**src/inc/irmode_pkg.sv**
```systemverilog
/*
 * Shared constants and types for the infrared transceiver mode controller.
 * Assumes a 20 MHz system clock and a 32-bit AXI4-Lite register bus.
 */
package irmode_pkg;
    // ****************************************
    // Timing
    // ****************************************
    localparam int CLK_HZ = 20000000;
    localparam int SETUP_NS = 200;
    localparam int HOLD_NS = 200;
    // Least times round up to whole cycles
    localparam int SETUP_CYC = (SETUP_NS * (CLK_HZ / 1000000) + 999) / 1000;
    localparam int HOLD_CYC = (HOLD_NS * (CLK_HZ / 1000000) + 999) / 1000;
    localparam logic [7:0] SETUP_CNT = 8'(SETUP_CYC);
    localparam logic [7:0] HOLD_CNT = 8'(HOLD_CYC);

    // ****************************************
    // Register map
    // ****************************************
    localparam logic [3:0] REG_CTRL = 4'h0;
    localparam logic [3:0] REG_STATUS = 4'h4;
    localparam logic [3:0] REG_TXD = 4'h8;
    // Control fields
    localparam int CTRL_START = 0;
    localparam int CTRL_HIGH_BW = 1;
    localparam int CTRL_SHUTDOWN = 2;
    localparam int CTRL_PIN_EN = 3;
    localparam int CTRL_PIN_LVL = 4;
    // Status fields
    localparam int STAT_BUSY = 0;
    localparam int STAT_VALID = 1;
    localparam int STAT_HIGH_BW = 2;
    localparam int STAT_RXD = 3;
    localparam logic [31:0] CTRL_RESET = 32'h0000_0004;
    localparam logic [1:0] RESP_OKAY = 2'h0;
    localparam logic [1:0] RESP_SLVERR = 2'h2;

    // ****************************************
    // Types
    // ****************************************
    typedef enum logic [1:0] {
        ST_IDLE = 2'b00,
        ST_SETUP = 2'b01,
        ST_HOLD = 2'b10
    } seq_state_t;

    // Pins toward the transceiver
    typedef struct packed {
        logic txd;
        logic shutdown_and_mode_in;
        logic mode_pin_out;
        logic mode_pin_oe_b;
    } xcvr_pins_t;

    // AXI4-Lite request and answer groups
    typedef struct packed {
        logic awvalid;
        logic [3:0] awaddr;
        logic wvalid;
        logic [31:0] wdata;
        logic [3:0] wstrb;
        logic bready;
        logic arvalid;
        logic [3:0] araddr;
        logic rready;
    } axil_req_t;

    typedef struct packed {
        logic awready;
        logic wready;
        logic bvalid;
        logic [1:0] bresp;
        logic arready;
        logic rvalid;
        logic [31:0] rdata;
        logic [1:0] rresp;
    } axil_rsp_t;
endpackage

```
**src/core/irmode_sync.sv**
```systemverilog
/*
 * Three-stage synchroniser for one pin input.
 * Assumes the pin is asynchronous to i_clk; output changes once stages two and three agree.
 */
`timescale 1ns/1ps
`default_nettype none
module irmode_sync (
    input wire logic i_clk,
    input wire logic i_rst_b,
    input wire logic i_pin,
    output logic o_level
);
    logic [2:0] stage;

    // ****************************************
    // Capture chain
    // ****************************************
    // First stage feeds only the second
    always_ff @(posedge i_clk or negedge i_rst_b) begin
        if (!i_rst_b) begin
            stage <= 3'h0;
        end else begin
            stage <= {stage[1:0], i_pin};
        end
    end

    // Accept a new level only when two later stages agree
    always_ff @(posedge i_clk or negedge i_rst_b) begin
        if (!i_rst_b) begin
            o_level <= 1'b0;
        end else if (stage[1] == stage[2]) begin
            o_level <= stage[2];
        end
    end
endmodule
`default_nettype wire

```
**src/core/irmode_ctrl.sv**
```systemverilog
/*
 * Host-side controller that programs the bandwidth mode of an infrared transceiver.
 * Assumes software on AXI4-Lite, a 20 MHz clock, and the transceiver wired to the pins.
 */
`timescale 1ns/1ps
`default_nettype none
// Notes on behaviour
// - Slow mode up to 115.2 kbit/s
// - Shutdown high, txd set, 200 ns setup
// - Hold txd 200 ns after falling edge
// - End high txd hold before pulse limit
// - Float static mode pin when unused
module irmode_ctrl (
    input wire logic I_CLK,
    input wire logic I_RST_B,
    input wire irmode_pkg::axil_req_t I_AXI,
    output irmode_pkg::axil_rsp_t O_AXI,
    input wire logic I_TX_DATA,
    output logic O_RX_DATA,
    input wire logic I_RXD_PIN,
    output irmode_pkg::xcvr_pins_t O_PINS
);
    import irmode_pkg::*;

    seq_state_t state;
    logic [7:0] count;
    logic [31:0] ctrl;
    logic mode_valid;
    logic mode_high;
    logic req_high;
    logic start;
    logic wake;
    logic rxd_sync;
    logic aw_got;
    logic w_got;
    logic [3:0] aw_addr;
    logic [31:0] w_data;
    logic [3:0] w_strb;
    logic wr_fire;

    // ****************************************
    // Receive pin synchroniser
    // ****************************************
    irmode_sync u_rxd_sync (
        .i_clk(I_CLK),
        .i_rst_b(I_RST_B),
        .i_pin(I_RXD_PIN),
        .o_level(rxd_sync)
    );

    // ****************************************
    // AXI4-Lite write path
    // ****************************************
    // Address and data accepted in either order
    always_ff @(posedge I_CLK or negedge I_RST_B) begin
        if (!I_RST_B) begin
            aw_got <= 1'b0;
            w_got <= 1'b0;
            aw_addr <= 4'h0;
            w_data <= 32'h0;
            w_strb <= 4'h0;
        end else if (wr_fire) begin
            aw_got <= 1'b0;
            w_got <= 1'b0;
        end else begin
            if (I_AXI.awvalid && !aw_got) begin
                aw_got <= 1'b1;
                aw_addr <= I_AXI.awaddr;
            end
            if (I_AXI.wvalid && !w_got) begin
                w_got <= 1'b1;
                w_data <= I_AXI.wdata;
                w_strb <= I_AXI.wstrb;
            end
        end
    end

    assign wr_fire = aw_got && w_got && !O_AXI.bvalid;
    assign O_AXI.awready = !aw_got && !O_AXI.bvalid;
    assign O_AXI.wready = !w_got && !O_AXI.bvalid;

    // Write response, held until bready
    always_ff @(posedge I_CLK or negedge I_RST_B) begin
        if (!I_RST_B) begin
            O_AXI.bvalid <= 1'b0;
            O_AXI.bresp <= RESP_OKAY;
        end else if (wr_fire) begin
            O_AXI.bvalid <= 1'b1;
            O_AXI.bresp <= (aw_addr == REG_CTRL) ? RESP_OKAY : RESP_SLVERR;
        end else if (I_AXI.bready) begin
            O_AXI.bvalid <= 1'b0;
        end
    end

    // Control register; start bit self-clears, and is refused while busy
    always_ff @(posedge I_CLK or negedge I_RST_B) begin
        if (!I_RST_B) begin
            ctrl <= CTRL_RESET;
        end else if (wr_fire && aw_addr == REG_CTRL && w_strb[0]) begin
            ctrl[7:0] <= w_data[7:0];
            ctrl[CTRL_START] <= w_data[CTRL_START] && state == ST_IDLE;
        end else begin
            ctrl[CTRL_START] <= 1'b0;
        end
    end

    assign start = ctrl[CTRL_START];
    // Leaving shutdown also relatches; a bare falling edge would catch txd mid-change
    assign wake = start || (O_PINS.shutdown_and_mode_in && !ctrl[CTRL_SHUTDOWN]);

    // ****************************************
    // AXI4-Lite read path
    // ****************************************
    assign O_AXI.arready = !O_AXI.rvalid;

    always_ff @(posedge I_CLK or negedge I_RST_B) begin
        if (!I_RST_B) begin
            O_AXI.rvalid <= 1'b0;
            O_AXI.rdata <= 32'h0;
            O_AXI.rresp <= RESP_OKAY;
        end else if (I_AXI.arvalid && !O_AXI.rvalid) begin
            O_AXI.rvalid <= 1'b1;
            O_AXI.rresp <= RESP_OKAY;
            unique case (I_AXI.araddr)
                REG_CTRL: O_AXI.rdata <= {24'h0, ctrl[7:1], 1'b0};
                REG_STATUS: O_AXI.rdata <= {28'h0, rxd_sync, mode_high, mode_valid,
                                            state != ST_IDLE};
                REG_TXD: O_AXI.rdata <= {31'h0, O_PINS.txd};
                default: begin
                    O_AXI.rdata <= 32'h0;
                    O_AXI.rresp <= RESP_SLVERR;
                end
            endcase
        end else if (I_AXI.rready) begin
            O_AXI.rvalid <= 1'b0;
        end
    end

    // ****************************************
    // Programming sequence
    // ****************************************
    // Setup then hold counted in cycles; txd hold runs one cycle past the least, so high txd stays short
    always_ff @(posedge I_CLK or negedge I_RST_B) begin
        if (!I_RST_B) begin
            state <= ST_IDLE;
            count <= 8'h0;
            req_high <= 1'b0;
        end else begin
            unique case (state)
                ST_IDLE: begin
                    if (wake) begin
                        state <= ST_SETUP;
                        req_high <= start ? ctrl[CTRL_HIGH_BW] : mode_high;
                        count <= SETUP_CNT;
                    end
                end
                ST_SETUP: begin
                    if (count == 8'h1) begin
                        state <= ST_HOLD;
                        count <= HOLD_CNT;
                    end else begin
                        count <= count - 8'h1;
                    end
                end
                ST_HOLD: begin
                    if (count == 8'h1) begin
                        state <= ST_IDLE;
                    end else begin
                        count <= count - 8'h1;
                    end
                end
                default: state <= ST_IDLE;
            endcase
        end
    end

    // Host copy of the latched mode; nothing valid until first program
    always_ff @(posedge I_CLK or negedge I_RST_B) begin
        if (!I_RST_B) begin
            mode_valid <= 1'b0;
            mode_high <= 1'b0;
        end else if (state == ST_SETUP && count == 8'h1) begin
            mode_valid <= 1'b1;
            mode_high <= req_high;
        end else if (ctrl[CTRL_PIN_EN]) begin
            mode_valid <= 1'b1;
            mode_high <= ctrl[CTRL_PIN_LVL];
        end
    end

    // ****************************************
    // Pin drive
    // ****************************************
    always_ff @(posedge I_CLK or negedge I_RST_B) begin
        if (!I_RST_B) begin
            O_PINS.shutdown_and_mode_in <= 1'b1;
            O_PINS.txd <= 1'b0;
        end else begin
            O_PINS.shutdown_and_mode_in <= (state == ST_IDLE && !wake) ?
                ctrl[CTRL_SHUTDOWN] : (state != ST_HOLD && !(state == ST_SETUP
                && count == 8'h1));
            if (state == ST_IDLE && !wake) begin
                O_PINS.txd <= I_TX_DATA && !ctrl[CTRL_SHUTDOWN];
            end else if (state == ST_IDLE) begin
                O_PINS.txd <= start ? ctrl[CTRL_HIGH_BW] : mode_high;
            end
        end
    end

    // Mode pin floats unless software enables it outside shutdown
    always_ff @(posedge I_CLK or negedge I_RST_B) begin
        if (!I_RST_B) begin
            O_PINS.mode_pin_out <= 1'b0;
            O_PINS.mode_pin_oe_b <= 1'b1;
        end else begin
            O_PINS.mode_pin_out <= ctrl[CTRL_PIN_LVL];
            O_PINS.mode_pin_oe_b <= !(ctrl[CTRL_PIN_EN] && !ctrl[CTRL_SHUTDOWN]);
        end
    end

    // Receive data masked during shutdown, where the device grounds it
    always_ff @(posedge I_CLK or negedge I_RST_B) begin
        if (!I_RST_B) begin
            O_RX_DATA <= 1'b0;
        end else begin
            O_RX_DATA <= rxd_sync && !O_PINS.shutdown_and_mode_in;
        end
    end
endmodule
`default_nettype wire

```
**config.mk**
```make
export PLATFORM = sky130hd
export DESIGN_NAME = irmode_ctrl
export DESIGN_NICKNAME = d
export VERILOG_FILES = /design/src/inc/irmode_pkg.sv /design/src/core/irmode_sync.sv /design/src/core/irmode_ctrl.sv
export SDC_FILE = /design/constraint.sdc
export NUM_CORES = 1
export LEC_CHECK = 0
export BUFFER_PORTS_ARGS = -buffer_cell sky130_fd_sc_hd__clkbuf_2
export CORE_MARGIN = 2
export CORE_UTILIZATION = 40
export DETAILED_ROUTE_END_ITERATION = 10
export PLACE_DENSITY_LB_ADDON = 0.12
export SLEW_MARGIN = 30
export SYNTH_ARGS = -nofsm -noshare
export SYNTH_HDL_FRONTEND = slang
export SYNTH_SLANG_ARGS = --single-unit
export TNS_END_PERCENT = 5
```
**constraint.sdc**
```tcl
create_clock -name I_CLK -period 2.55 [get_ports I_CLK]
set_input_delay 0.51 -clock I_CLK [delete_from_list [all_inputs] [get_ports I_CLK]]
set_output_delay 0.51 -clock I_CLK [all_outputs]
set_load 0.02 [all_outputs]
```
* Word-level counts from Yosys, hierarchy flattened
Index checks and enable logic that the tools add are counted.
** Word-level totals
- Bits in registers :: 83
- Output and inout bits :: 46
- Logic and storage cells :: 109
** Operators by class
- $add $sub $neg :: 1
- Equal/unequal tests :: 11
- Mux-type cells :: 28
- Bitwise operators :: 1
- Reductions and logical operators :: 44
** Operators with widths (number)
- $pmux 8 s3 :: 2
- $mux 8 :: 3
- $logic_and 1x1->1 :: 17
- $mux 1 :: 17
- $reduce_bool 2->1 :: 7
- $mux 2 :: 5
- $ne 2x2->1 const B :: 5
- $logic_not 1->1 :: 9
- $eq 8x1->1 const B :: 1
- $logic_not 4->1 :: 2
- $sub 8x1->8 const B :: 1
- $pmux 2 s3 :: 1
- $reduce_and 2->1 :: 3
- $reduce_and 3->1 :: 2
- $eq 4x3->1 const B :: 1
- $eq 4x4->1 const B :: 1
- $reduce_bool 3->1 :: 1
- $reduce_or 3->1 :: 1
- $eq 2x1->1 const B :: 1
- $eq 2x2->1 const B :: 1
- $logic_not 2->1 :: 1
- $eq 1x1->1 :: 1
- $logic_or 1x1->1 :: 1
- $not 1->1 :: 1

* Longest topological paths before layout
Gate-level depths: netlist (run 1).
- Word-level depth :: 6
- Gate-level depth with buffers :: 6
- Gate-level depth less buffers :: 6

* Cells and area by module
From an unflattened synthesis (run 1), not the netlist that was laid out.
** Second synthesis, totals
- Cells, all modules :: 245
- Area total of the unflattened synthesis :: 2707.6 µm²
** Modules (own cells, without submodules)
- irmode_ctrl :: times used 1, cells each 240, area an instance 2596.2 µm², seq. area each 1330.0 µm²
- irmode_sync :: times used 1, cells each 5, area an instance 111.4 µm², seq. area each 100.1 µm²

* Worst setup path before layout (run 1)
Ideal clock, no wire load.
- Kind :: register to register
- Start point :: register state[0]
- End point :: register count[7]
- Library setup time :: 0.092 ns
- Data arrival time :: 1.628 ns
- Required time :: 2.458 ns
- Slack :: 0.830 ns
- Stages on the path, launching flop included :: 7
- Buffers on the path :: 0
- Cell sequence :: dfrtp_1 inv_1 ha_1 nor2b_4 a21o_4 or3_4 o31ai_2
** On the way
- Longest elaborated chain between the ends :: 3
** Ends and longest elaborated chain
- from (decl) :: RTL line irmode_ctrl.sv:25 : seq_state_t state;
- from (signal assigned) :: RTL line irmode_ctrl.sv:145 : state <= ST_IDLE;
- from (signal assigned) :: RTL line irmode_ctrl.sv:152 : state <= ST_SETUP;
- from (signal assigned) :: RTL line irmode_ctrl.sv:159 : state <= ST_HOLD;
- $eq 2x2->1 (tied with other cells) :: RTL line irmode_ctrl.sv:149 : unique case (state)
- $ne 2x2->1 (no source line) / $reduce_bool 3->1 (equally long branches)
- $reduce_and 3->1 (no source line)
- to (signal assigned) :: RTL line irmode_ctrl.sv:162 : count <= count - 8'h1;
- to (signal assigned) :: RTL line irmode_ctrl.sv:169 : count <= count - 8'h1;
- to (decl) :: RTL line irmode_ctrl.sv:26 : logic [7:0] count;
Parallel ways exist; a longest one is shown, timed or not.
A chain may end at the register's enable or synchronous reset.

* Worst setup path after layout (run 1)
Same ends and word-level chain as after synthesis.

==> results of run 1 <==
layer usage:
metal | track usage [%] | wire length (um) | up-vias
met4 | 7.79 | 83 | 0
met3 | 5.29 | 318 | 6
met2 | 20.6 | 2070 | 51
li1 | - | - | 881
met1 | 18.9 | 2320 | 852
met5 | 0 | 0 | -
power breakdown:
part	switching [mW]	total, mW	internal, mW
Sequential	0.214	1.43	1.21
Clock	0.354	0.954	0.600
Combinational	0.704	1.30	0.595
worst paths after layout:
check	start	to	slack (ns)	cells past startpoint
worst max-delay path	state[0]	count[7]	0.63	6
worst min-delay path	I_RXD_PIN	u_rxd_sync.stage[0]	0.29	1
worst max register to register	state[0]	count[7]	0.63	6
worst min register to register	u_rxd_sync.stage[0]	u_rxd_sync.stage[1]	0.36	0
max in group asynchronous	I_RST_B	u_rxd_sync.stage[0]	1.76	2
min in group asynchronous	I_RST_B	state[0]	0.31	2
Yosys cell counts (all sizes together):
cell / n / area share [%]
conb: 1 / 0.14
o21ai: 15 / 2.8
o311ai: 1 / 0.33
nand3b: 2 / 0.56
inv: 10 / 1.4
buf: 26 / 7.3
nand3: 5 / 0.93
dfstp: 3 / 2.9
dfrtp: 54 / 50
a21o: 1 / 0.56
clkbuf: 3 / 0.42
mux2i: 5 / 1.9
nor4b: 1 / 0.56
a22o: 5 / 1.6
or4: 1 / 0.28
a31oi: 1 / 0.23
nand2: 16 / 2.2
nor2b: 5 / 1.4
maj3: 1 / 0.37
nor3: 2 / 0.56
ha: 6 / 2.8
o41ai: 3 / 1.5
nor4: 2 / 0.47
a211oi: 3 / 0.84
mux2: 20 / 8.4
o22ai: 3 / 0.70
a21bo: 1 / 0.37
and2: 2 / 0.47
o21a: 1 / 0.28
a2bb2oi: 1 / 0.33
a21oi: 6 / 1.1
or2: 1 / 0.23
nand2b: 6 / 1.7
o31ai: 2 / 0.74
or3: 1 / 0.42
nor2: 21 / 2.9
critical path, stage by stage, from the launching register on:
cell and delay [ns]:
sky130_fd_sc_hd__dfrtp_1 0.38, sky130_fd_sc_hd__inv_1 0.09, sky130_fd_sc_hd__ha_1 0.30, sky130_fd_sc_hd__nor2b_4 0.17, sky130_fd_sc_hd__a21o_4 0.25, sky130_fd_sc_hd__or3_4 0.41
sky130_fd_sc_hd__o31ai_2 0.22
area by class of cell:
type | instances | area [um2]
Tap cell | 77 | 96.3
Fill cell | 600 | 3270
Clock buffer | 11 | 151
Sequential cell | 57 | 1430
Multi-Input combinational cell | 166 | 1110
Clock inverter | 5 | 77.6
Timing Repair Buffer | 48 | 248
Inverter | 10 | 37.5
cells by family (layout without fill, tap and decap cells):
family                   Yosys count  after routing  share of synthesized area, %
AO/OA/AOI/OAI                     43             43                          11.4
buffers and inverters             39             74                          9.07
AND/OR/NAND/NOR                   65             65                          12.7
other                              1             26                         0.139
adder cells (fa/ha/maj)            7              7                          3.16
multiplexers                      25             25                          10.2
flip-flops                        57             57                          53.2
state kept, by name, indices dropped and copies added (netlist names):
| signal | flops |
|---|---|
| u_rxd_sync.o_level | 1 |
| count | 8 |
| state | 2 |
| w_got | 1 |
| req_high | 1 |
| mode_high | 1 |
| aw_addr | 4 |
| w_data | 8 |
| O_PINS | 4 |
| u_rxd_sync.stage | 3 |
| aw_got | 1 |
| w_strb | 1 |
| O_RX_DATA | 1 |
| O_AXI | 12 |
| ctrl | 8 |
| mode_valid | 1 |
==> results.json, run 1 <==
{
  "timing.critical_path.fanout_max": 9,
  "timing_hold_violations_final": 0,
  "gp_congestion": 0.777,
  "io_pins": 99,
  "final_critical_path_setup_slack_ns": 0.630,
  "final_antenna_net_count": 0,
  "synthesized_area_divided_by_synthesized_cell_count_um2": 11.3,
  "clock_sink_count": 57,
  "share_of_cells_above_drive_strength_1_pct": 32.7,
  "syn2layout_area_growth_pct": 17.1,
  "floorplan.die.height_um": 86.0,
  "finalPower_mw": 3.68,
  "post_cts_buffers": 0,
  "finalNetCount": 351,
  "ctsHtreeMaxLevel": 3,
  "vias_per_cell": 4.79,
  "run_status": "completed",
  "final_critical_period_ns": 1.92,
  "synth_cell_types": 42,
  "worst_ep_arrival_time_ns": 2.16,
  "vdd_drop_max_mv": 0.483,
  "cts-buffers-inserted": 9,
  "max-cap-violations": 0,
  "slew_headroom_pct": 52.9,
  "timing.final.setup_violations": 0,
  "synth-seq-area-share_pct": 53.2,
  "tns_ns": 0,
  "wirelength_um": 4800,
  "placement.setup.worst_slack_ns": 0.618,
  "drt-initial-drc-count": 88,
  "critical_path.endpoint_type": "flop",
  "finalHoldWorstSlack_ns": 0.286,
  "clkTransAtPathRegs_ns": 0.06,
  "io_buffer_count": 45,
  "yosysWarningCount": 0,
  "period_share_pct": 75.3,
  "grt_max_degree": 58,
  "die_span_x_um": 86.0,
  "most_common_cell_after_layout_fill_and_taps_aside": "sky130_fd_sc_hd__dfrtp_1",
  "final_cell_mix": "54 x sky130_fd_sc_hd__dfrtp_1, 45 x sky130_fd_sc_hd__clkbuf_2, 26 x sky130_fd_sc_hd__conb_1, 21 x sky130_fd_sc_hd__nor2_1, 20 x sky130_fd_sc_hd__mux2_2",
  "rsz0062_at_grt": "false",
  "final_util_pct": 49.0,
  "worstSetupStartpointType": "flop",
  "worst_hold_path_type": "in -> reg",
  "postPlaceCellArea_um2": 2920,
  "stdcell_area_um2": 3150,
  "report.final.slew_viol_count": 0,
  "antenna_found_initial": 0,
  "place.detailed.hpwl_um": 3490,
  "leakagePower_nw": 1.55,
  "synthesis.area_um2": 2690,
  "core_area_um2": 6420,
  "critPathKind": "reg -> reg",
  "placementRows": 29,
  "grt_first_pass_wirelength_um": 8060,
  "number_of_inserted_diodes": 0,
  "clock_tree.buffer_depth": 2,
  "globalRoute.totalOverflow": 0,
  "worst_clock_skew_ns": 0.00360,
  "tritoncts": "yes",
  "post_synth_inst_count": 237,
  "die_area_um2": 7390,
  "max_freq_ghz": 0.521,
  "drtPass1Iterations": 4,
  "power-per-cell-area_nw_per_um2": 1170,
  "placed_cells": 358,
  "worst_skew_pair.late_latency_ns": 0.33,
  "ys_ff_latch": 57,
  "cts_root_buf": "sky130_fd_sc_hd__clkbuf_8",
  "tightestPinTransition_ns": 0.707,
  "via_count": 1790,
  "initial_core_util_pct": 41.9,
  "cts.repair.resized": 0,
  "instances_no_fill": 374,
  "remaining_drc_errors": 0,
  "grt.total_usage_pct": 14.4,
  "detail_route.wl_per_cell_um": 12.8,
  "crit_required_ns": 2.79,
  "cts_hold_buf": 0,
  "first_global_vias": 1737
}
Note: power is estimated with default switching activity, not from simulation.
==> run 2: changes to the inputs <==
clock period = 1.7 ns   (was 2.55 ns; I/O delays follow)
==> run 2 against run 1 <==
Against the previous run:
- the flow now finishes with violations (hold timing)
- non-clock buffer count rose by 19
- via count up 5.3%
- sequential power grew 48%
- worst setup slack got worse by 0.56 ns
- core utilization up 2.5 points
- cell area is 5.0% higher
- power is 58% higher
- cell count up 5.1%
- global-route usage grew 0.45 points
- clock-buffer cell count is 2 lower
- critical path type unchanged
- largest cell class unchanged
==> results.json, run 2 (synthesis results as in run 1) <==
{
  "critPathMaxStageDelay_ns": 0.43,
  "ctsHtreeMaxLevel": 3,
  "critical_path.endpoint_type": "flop",
  "final_util_pct": 51.5,
  "critPathKind": "reg -> reg",
  "post_cts_buffers": 0,
  "initial_core_util_pct": 41.9,
  "rsz0062_at_grt": "true",
  "global_route.usage.met1_pct": 19.6,
  "clock_sink_count": 57,
  "worst_clock_skew_ns": 0.00789,
  "drtPass1Iterations": 4,
  "die_span_x_um": 86.0,
  "via_count": 1884,
  "worst_ep_arrival_time_ns": 1.87,
  "final_critical_period_ns": 1.63,
  "power.switching_fraction_pct": 34.9,
  "slew_headroom_pct": 67.2,
  "crit_required_ns": 1.94,
  "report.final.slew_viol_count": 0,
  "critPathBufInv": 0,
  "intPower_mw": 3.80,
  "path_delay_family": "simple AND/OR/NAND/NOR gates",
  "wirelength_um": 4980,
  "timing_hold_violations_final": 1,
  "finalNetCount": 370,
  "p_switching_mw": 2.03,
  "io_buffer_count": 45,
  "io_pins": 99,
  "placementRows": 29,
  "area_occupied_by_multi_input_gates_um2": 1120,
  "violations": "hold timing",
  "use_met2_pct": 22.2,
  "place.detailed.hpwl_um": 3630,
  "timing.final.setup_violations": 0,
  "die_area_um2": 7390,
  "number_of_inserted_diodes": 0,
  "most_common_cell_after_layout_fill_and_taps_aside": "sky130_fd_sc_hd__dfrtp_1",
  "grt_max_degree": 58,
  "first_global_vias": 1834,
  "max-cap-violations": 0,
  "worstSetupStartpointType": "flop",
  "drt-initial-drc-count": 80,
  "final_antenna_net_count": 0,
  "cpMaxStageDelayCell": "sky130_fd_sc_hd__or3_4",
  "cts_root_buf": "sky130_fd_sc_hd__clkbuf_8",
  "detail_route.wl_per_cell_um": 12.7,
  "core_area_um2": 6420,
  "timing.critical_path.fanout_max": 5,
  "max_reg_flops": 12,
  "n_fill_cell": 612,
  "registers.top_by_ff_count": "O_AXI",
  "max_freq_ghz": 0.613,
  "finalHoldWorstSlack_ns": -0.00153,
  "tightestPinTransition_ns": 0.487,
  "antenna_found_initial": 0,
  "share_of_cells_above_drive_strength_1_pct": 38.6,
  "globalRoute.totalOverflow": 0,
  "clock_tree.buffer_depth": 2,
  "power-per-cell-area_nw_per_um2": 1760,
  "p_seq_share_pct": 36.3,
  "vias_per_cell": 4.79,
  "syn2layout_area_growth_pct": 23.0,
  "area.sequential_um2": 1430,
  "final_cell_mix": "54 x sky130_fd_sc_hd__dfrtp_1, 45 x sky130_fd_sc_hd__clkbuf_2, 26 x sky130_fd_sc_hd__conb_1, 21 x sky130_fd_sc_hd__buf_4",
  "part_of_the_total_power_dissipated_in_the_clock_network_pct": 23.7,
  "worst_hold_path_type": "in -> async",
  "critical_path.cell_chain": "ha_2 -> nor4b_2 -> and2_4 -> or3_4 -> o41ai_2",
  "gp_congestion": 0.793,
  "combinationalPowerShare_pct": 40.1,
  "run_status": "finished with violations",
  "cts-buffers-inserted": 9,
  "period_share_pct": 96.0,
  "top_usage_layer": "met2",
  "worst_skew_pair.late_latency_ns": 0.33,
  "grt_first_pass_wirelength_um": 8470,
  "tritoncts": "yes",
  "vdd_drop_max_mv": 0.740,
  "floorplan.die.height_um": 86.0,
  "clkTransAtPathRegs_ns": 0.07,
  "remaining_drc_errors": 0,
  "grt.total_usage_pct": 14.8,
  "leakagePower_nw": 1.64,
  "use_met3_pct": 3.85
}
[run 2: cell count changes in the layout (fill, tap and decap cells not counted), moves of 2 or more]
| cell | change |
|---|---|
| sky130_fd_sc_hd__ha_1 | -2 |
| sky130_fd_sc_hd__clkinv_4 | +2 |
| sky130_fd_sc_hd__buf_4 | +18 |
| sky130_fd_sc_hd__clkbuf_8 | -2 |
| sky130_fd_sc_hd__ha_2 | +2 |
[run 2: timing repair]
item                                   4_1_cts  5_1_grt
endpoints found under the hold margin        0        0
hold buffers                                 0        0
setup endpoints to repair                    2        4
pin swaps                                    1        1
gates resized for setup                      2        4
[run 2: final timing paths]
path,from,to,slack [ns],cells after the start
max,count[0],count[5],0.07,5
min,I_RST_B,count[4],-0.002,2
max reg2reg,count[0],count[5],0.07,5
min reg2reg,u_rxd_sync.stage[0],u_rxd_sync.stage[1],0.35,0
max in group asynchronous,I_RST_B,ctrl[2],1.39,2
min in group I_CLK,I_RXD_PIN,u_rxd_sync.stage[0],0.11,1
[run 2: power by group through the flow]
stage          logic, mW  registers, mW  clock network (mW)
2_1_floorplan       1.49           2.18                   0
3_3_place_gp        2.29           2.12                   0
3_5_place_dp        2.32           2.14                   0
4_1_cts             2.35           2.12                1.44
5_1_grt             2.63           2.18                1.51
6_report            2.34           2.11                1.38
[run 2: metal layers]
metal | wire length (um) | vias up | part of all wire (%)
li1 | - | 921 | -
met1 | 2320 | 898 | 47
met2 | 2290 | 58 | 46
met3 | 284 | 7 | 5.7
met4 | 84 | 0 | 1.7
met5 | 0 | - | 0
[run 2: through the flow]
step | instances | setup WS, ns | total power [mW] | setup TNS [ns] | area [um2]
global route | 393 | -0.0384 | 6.32 | -0.0761 | 3310
finish | 393 | 0.0675 | 5.83 | 0 | 3310
CTS | 393 | 0.00740 | 5.91 | 0 | 3300
floorplan | 262 | 0.0113 | 3.67 | 0 | 2790
detailed placement | 377 | -0.00308 | 4.46 | -0.00308 | 3080
global placement | 377 | 0.000323 | 4.41 | 0 | 3080
[run 2: cell type report]
class                           instances  area share (%)
Clock buffer                            9            3.74
Inverter                               10            1.13
Sequential cell                        57            43.2
Timing Repair Buffer                   67            12.2
Multi-Input combinational cell        166            33.9
Tap cell                               77            2.91
Clock inverter                          7            2.87
==> run 3: changes to the inputs <==
BUFFER_PORTS_ARGS = default   (was -buffer_cell sky130_fd_sc_hd__clkbuf_2)
DONT_BUFFER_PORTS = 1   (was default)
==> run 3 against run 2 <==
Against the previous run:
- the run now ends clean
- critical path depth increased by 1
- non-clock buffer count decreased by 42
- largest power group is now registers
- highest routed layer unchanged
- cell area decreased by 6.1%
- critical endpoint unchanged
- first-iteration DRC count decreased by 19%
- clock skew increased by 0.0037 ns
- die area unchanged
==> results.json, run 3 (synthesis results as in run 1) <==
{
  "io_buffer_count": 0,
  "tritoncts": "yes",
  "worst_hold_path_type": "in -> reg",
  "stdcell_area_um2": 3110,
  "cpMaxStageDelayCell": "sky130_fd_sc_hd__or3_4",
  "worstSetupStartpointType": "flop",
  "finalNetCount": 328,
  "timing_hold_violations_final": 0,
  "die_span_x_um": 86.0,
  "timing.critical_path.fanout_max": 5,
  "clock_tree.buffer_depth": 2,
  "final_antenna_net_count": 0,
  "instances_no_fill": 351,
  "remaining_drc_errors": 0,
  "first_global_vias": 1639,
  "grt_first_pass_wirelength_um": 8140,
  "run_status": "completed",
  "max-cap-violations": 0,
  "syn2layout_area_growth_pct": 15.5,
  "timing.final.setup_violations": 0,
  "critical_path.endpoint_type": "flop",
  "leakagePower_nw": 1.45,
  "timing.critical_path.from": "state[0]",
  "hold_path.startpoint": "I_RXD_PIN",
  "timing.rr.start": "state[0]",
  "antenna_found_initial": 0,
  "drt-initial-drc-count": 65,
  "report.final.slew_viol_count": 0,
  "globalRoute.totalOverflow": 0,
  "max_freq_ghz": 0.599,
  "crit_required_ns": 1.93,
  "postPlaceCellArea_um2": 2850,
  "gp_congestion": 0.805,
  "via_count": 1672,
  "holdPathStages": 0,
  "tns_ns": 0,
  "core_area_um2": 6420,
  "placementRows": 29,
  "final_util_pct": 48.4,
  "critPathKind": "reg -> reg",
  "critPathMaxStageDelay_ns": 0.41,
  "period_share_pct": 98.2,
  "path_length_in_cells_of_the_critical_path": 6,
  "io_pins": 99,
  "critical_path.cell_chain": "inv_2 -> ha_2 -> nor2b_4 -> a21o_4 -> or3_4 -> o41ai_2",
  "vdd_drop_max_mv": 0.743,
  "rsz0062_at_grt": "true",
  "placed_cells": 333,
  "wirelength_um": 4970,
  "final_cell_mix": "54 x sky130_fd_sc_hd__dfrtp_1, 26 x sky130_fd_sc_hd__conb_1, 23 x sky130_fd_sc_hd__buf_4, 21 x sky130_fd_sc_hd__nor2_1, 20 x sky130_fd_sc_hd__mux2_2",
  "share_of_cells_above_drive_strength_1_pct": 27.7,
  "power-per-cell-area_nw_per_um2": 1800,
  "worst_skew_pair.late_latency_ns": 0.33,
  "floorplan.die.height_um": 86.0,
  "vias_per_cell": 4.76,
  "grt.total_usage_pct": 14.4,
  "critPathBufInv": 1,
  "cts_root_buf": "sky130_fd_sc_hd__clkbuf_8",
  "die_area_um2": 7390,
  "max_reg_flops": 12,
  "ctsHtreeMaxLevel": 3,
  "clock_sink_count": 57,
  "most_common_cell_after_layout_fill_and_taps_aside": "sky130_fd_sc_hd__dfrtp_1",
  "drtPass1Iterations": 4,
  "detail_route.wl_per_cell_um": 14.2,
  "number_of_inserted_diodes": 0,
  "worst_r2r_path_depth": 6,
  "registers.top_by_ff_count": "O_AXI",
  "clkTransAtPathRegs_ns": 0.07,
  "place.detailed.hpwl_um": 3630,
  "grt_max_degree": 58,
  "final_critical_period_ns": 1.67,
  "worst_clock_skew_ns": 0.0116,
  "path_delay_family": "simple AND/OR/NAND/NOR gates",
  "initial_core_util_pct": 41.9,
  "cts-buffers-inserted": 9,
  "worst_ep_arrival_time_ns": 1.90
}
[run 3: through the flow]
step	hold slack (ns)	setup slack, ns	power [mW]
floorplan	0.0444	0.0113	3.67
global placement	0.0459	-0.0277	4.28
detailed placement	0.0458	-0.00331	4.31
CTS	0.0241	0.00877	5.62
global route	0.0140	-0.0334	6.02
finish	0.0416	0.0310	5.60
[run 3: timing repair]
item	4_1_cts	5_1_grt
hold buffers	2	0
buffers inserted	0	0
setup endpoints to repair	2	10
hold endpoints to repair	57	0
pin swaps	1	1
resized for setup	0	6
[run 3: final cells by class]
class | instances | area [um2]
fillers | 603 | 3320
flip-flops and latches | 57 | 1430
multi-input cells | 166 | 1130
repair buffers | 25 | 210
clock buffers | 11 | 141
well taps | 77 | 96.3
clock inverters | 5 | 55.1
inverters | 10 | 37.5
[run 3: final timing paths]
check	end	slack (ns)
max	count[5]	0.03
min	u_rxd_sync.stage[0]	0.04
max reg2reg	count[5]	0.03
min reg2reg	u_rxd_sync.stage[1]	0.36
max in group asynchronous	ctrl[2]	0.85
min in group asynchronous	state[1]	0.54
[run 3: power by group]
part           internal (mW)  switching [mW]  leakage, nW
logic                   1.08            1.08        0.646
clock network          0.711           0.537       0.0953
registers               1.82           0.370        0.711
[run 3: per-layer routing]
layer  vias to the layer above  wire length, um  track usage [%]
met1                       780             2280             19.0
met3                         9              381             5.97
met5                         -                0                0
li1                        833                -                -
met4                         0               68             6.06
met2                        50             2240             20.9
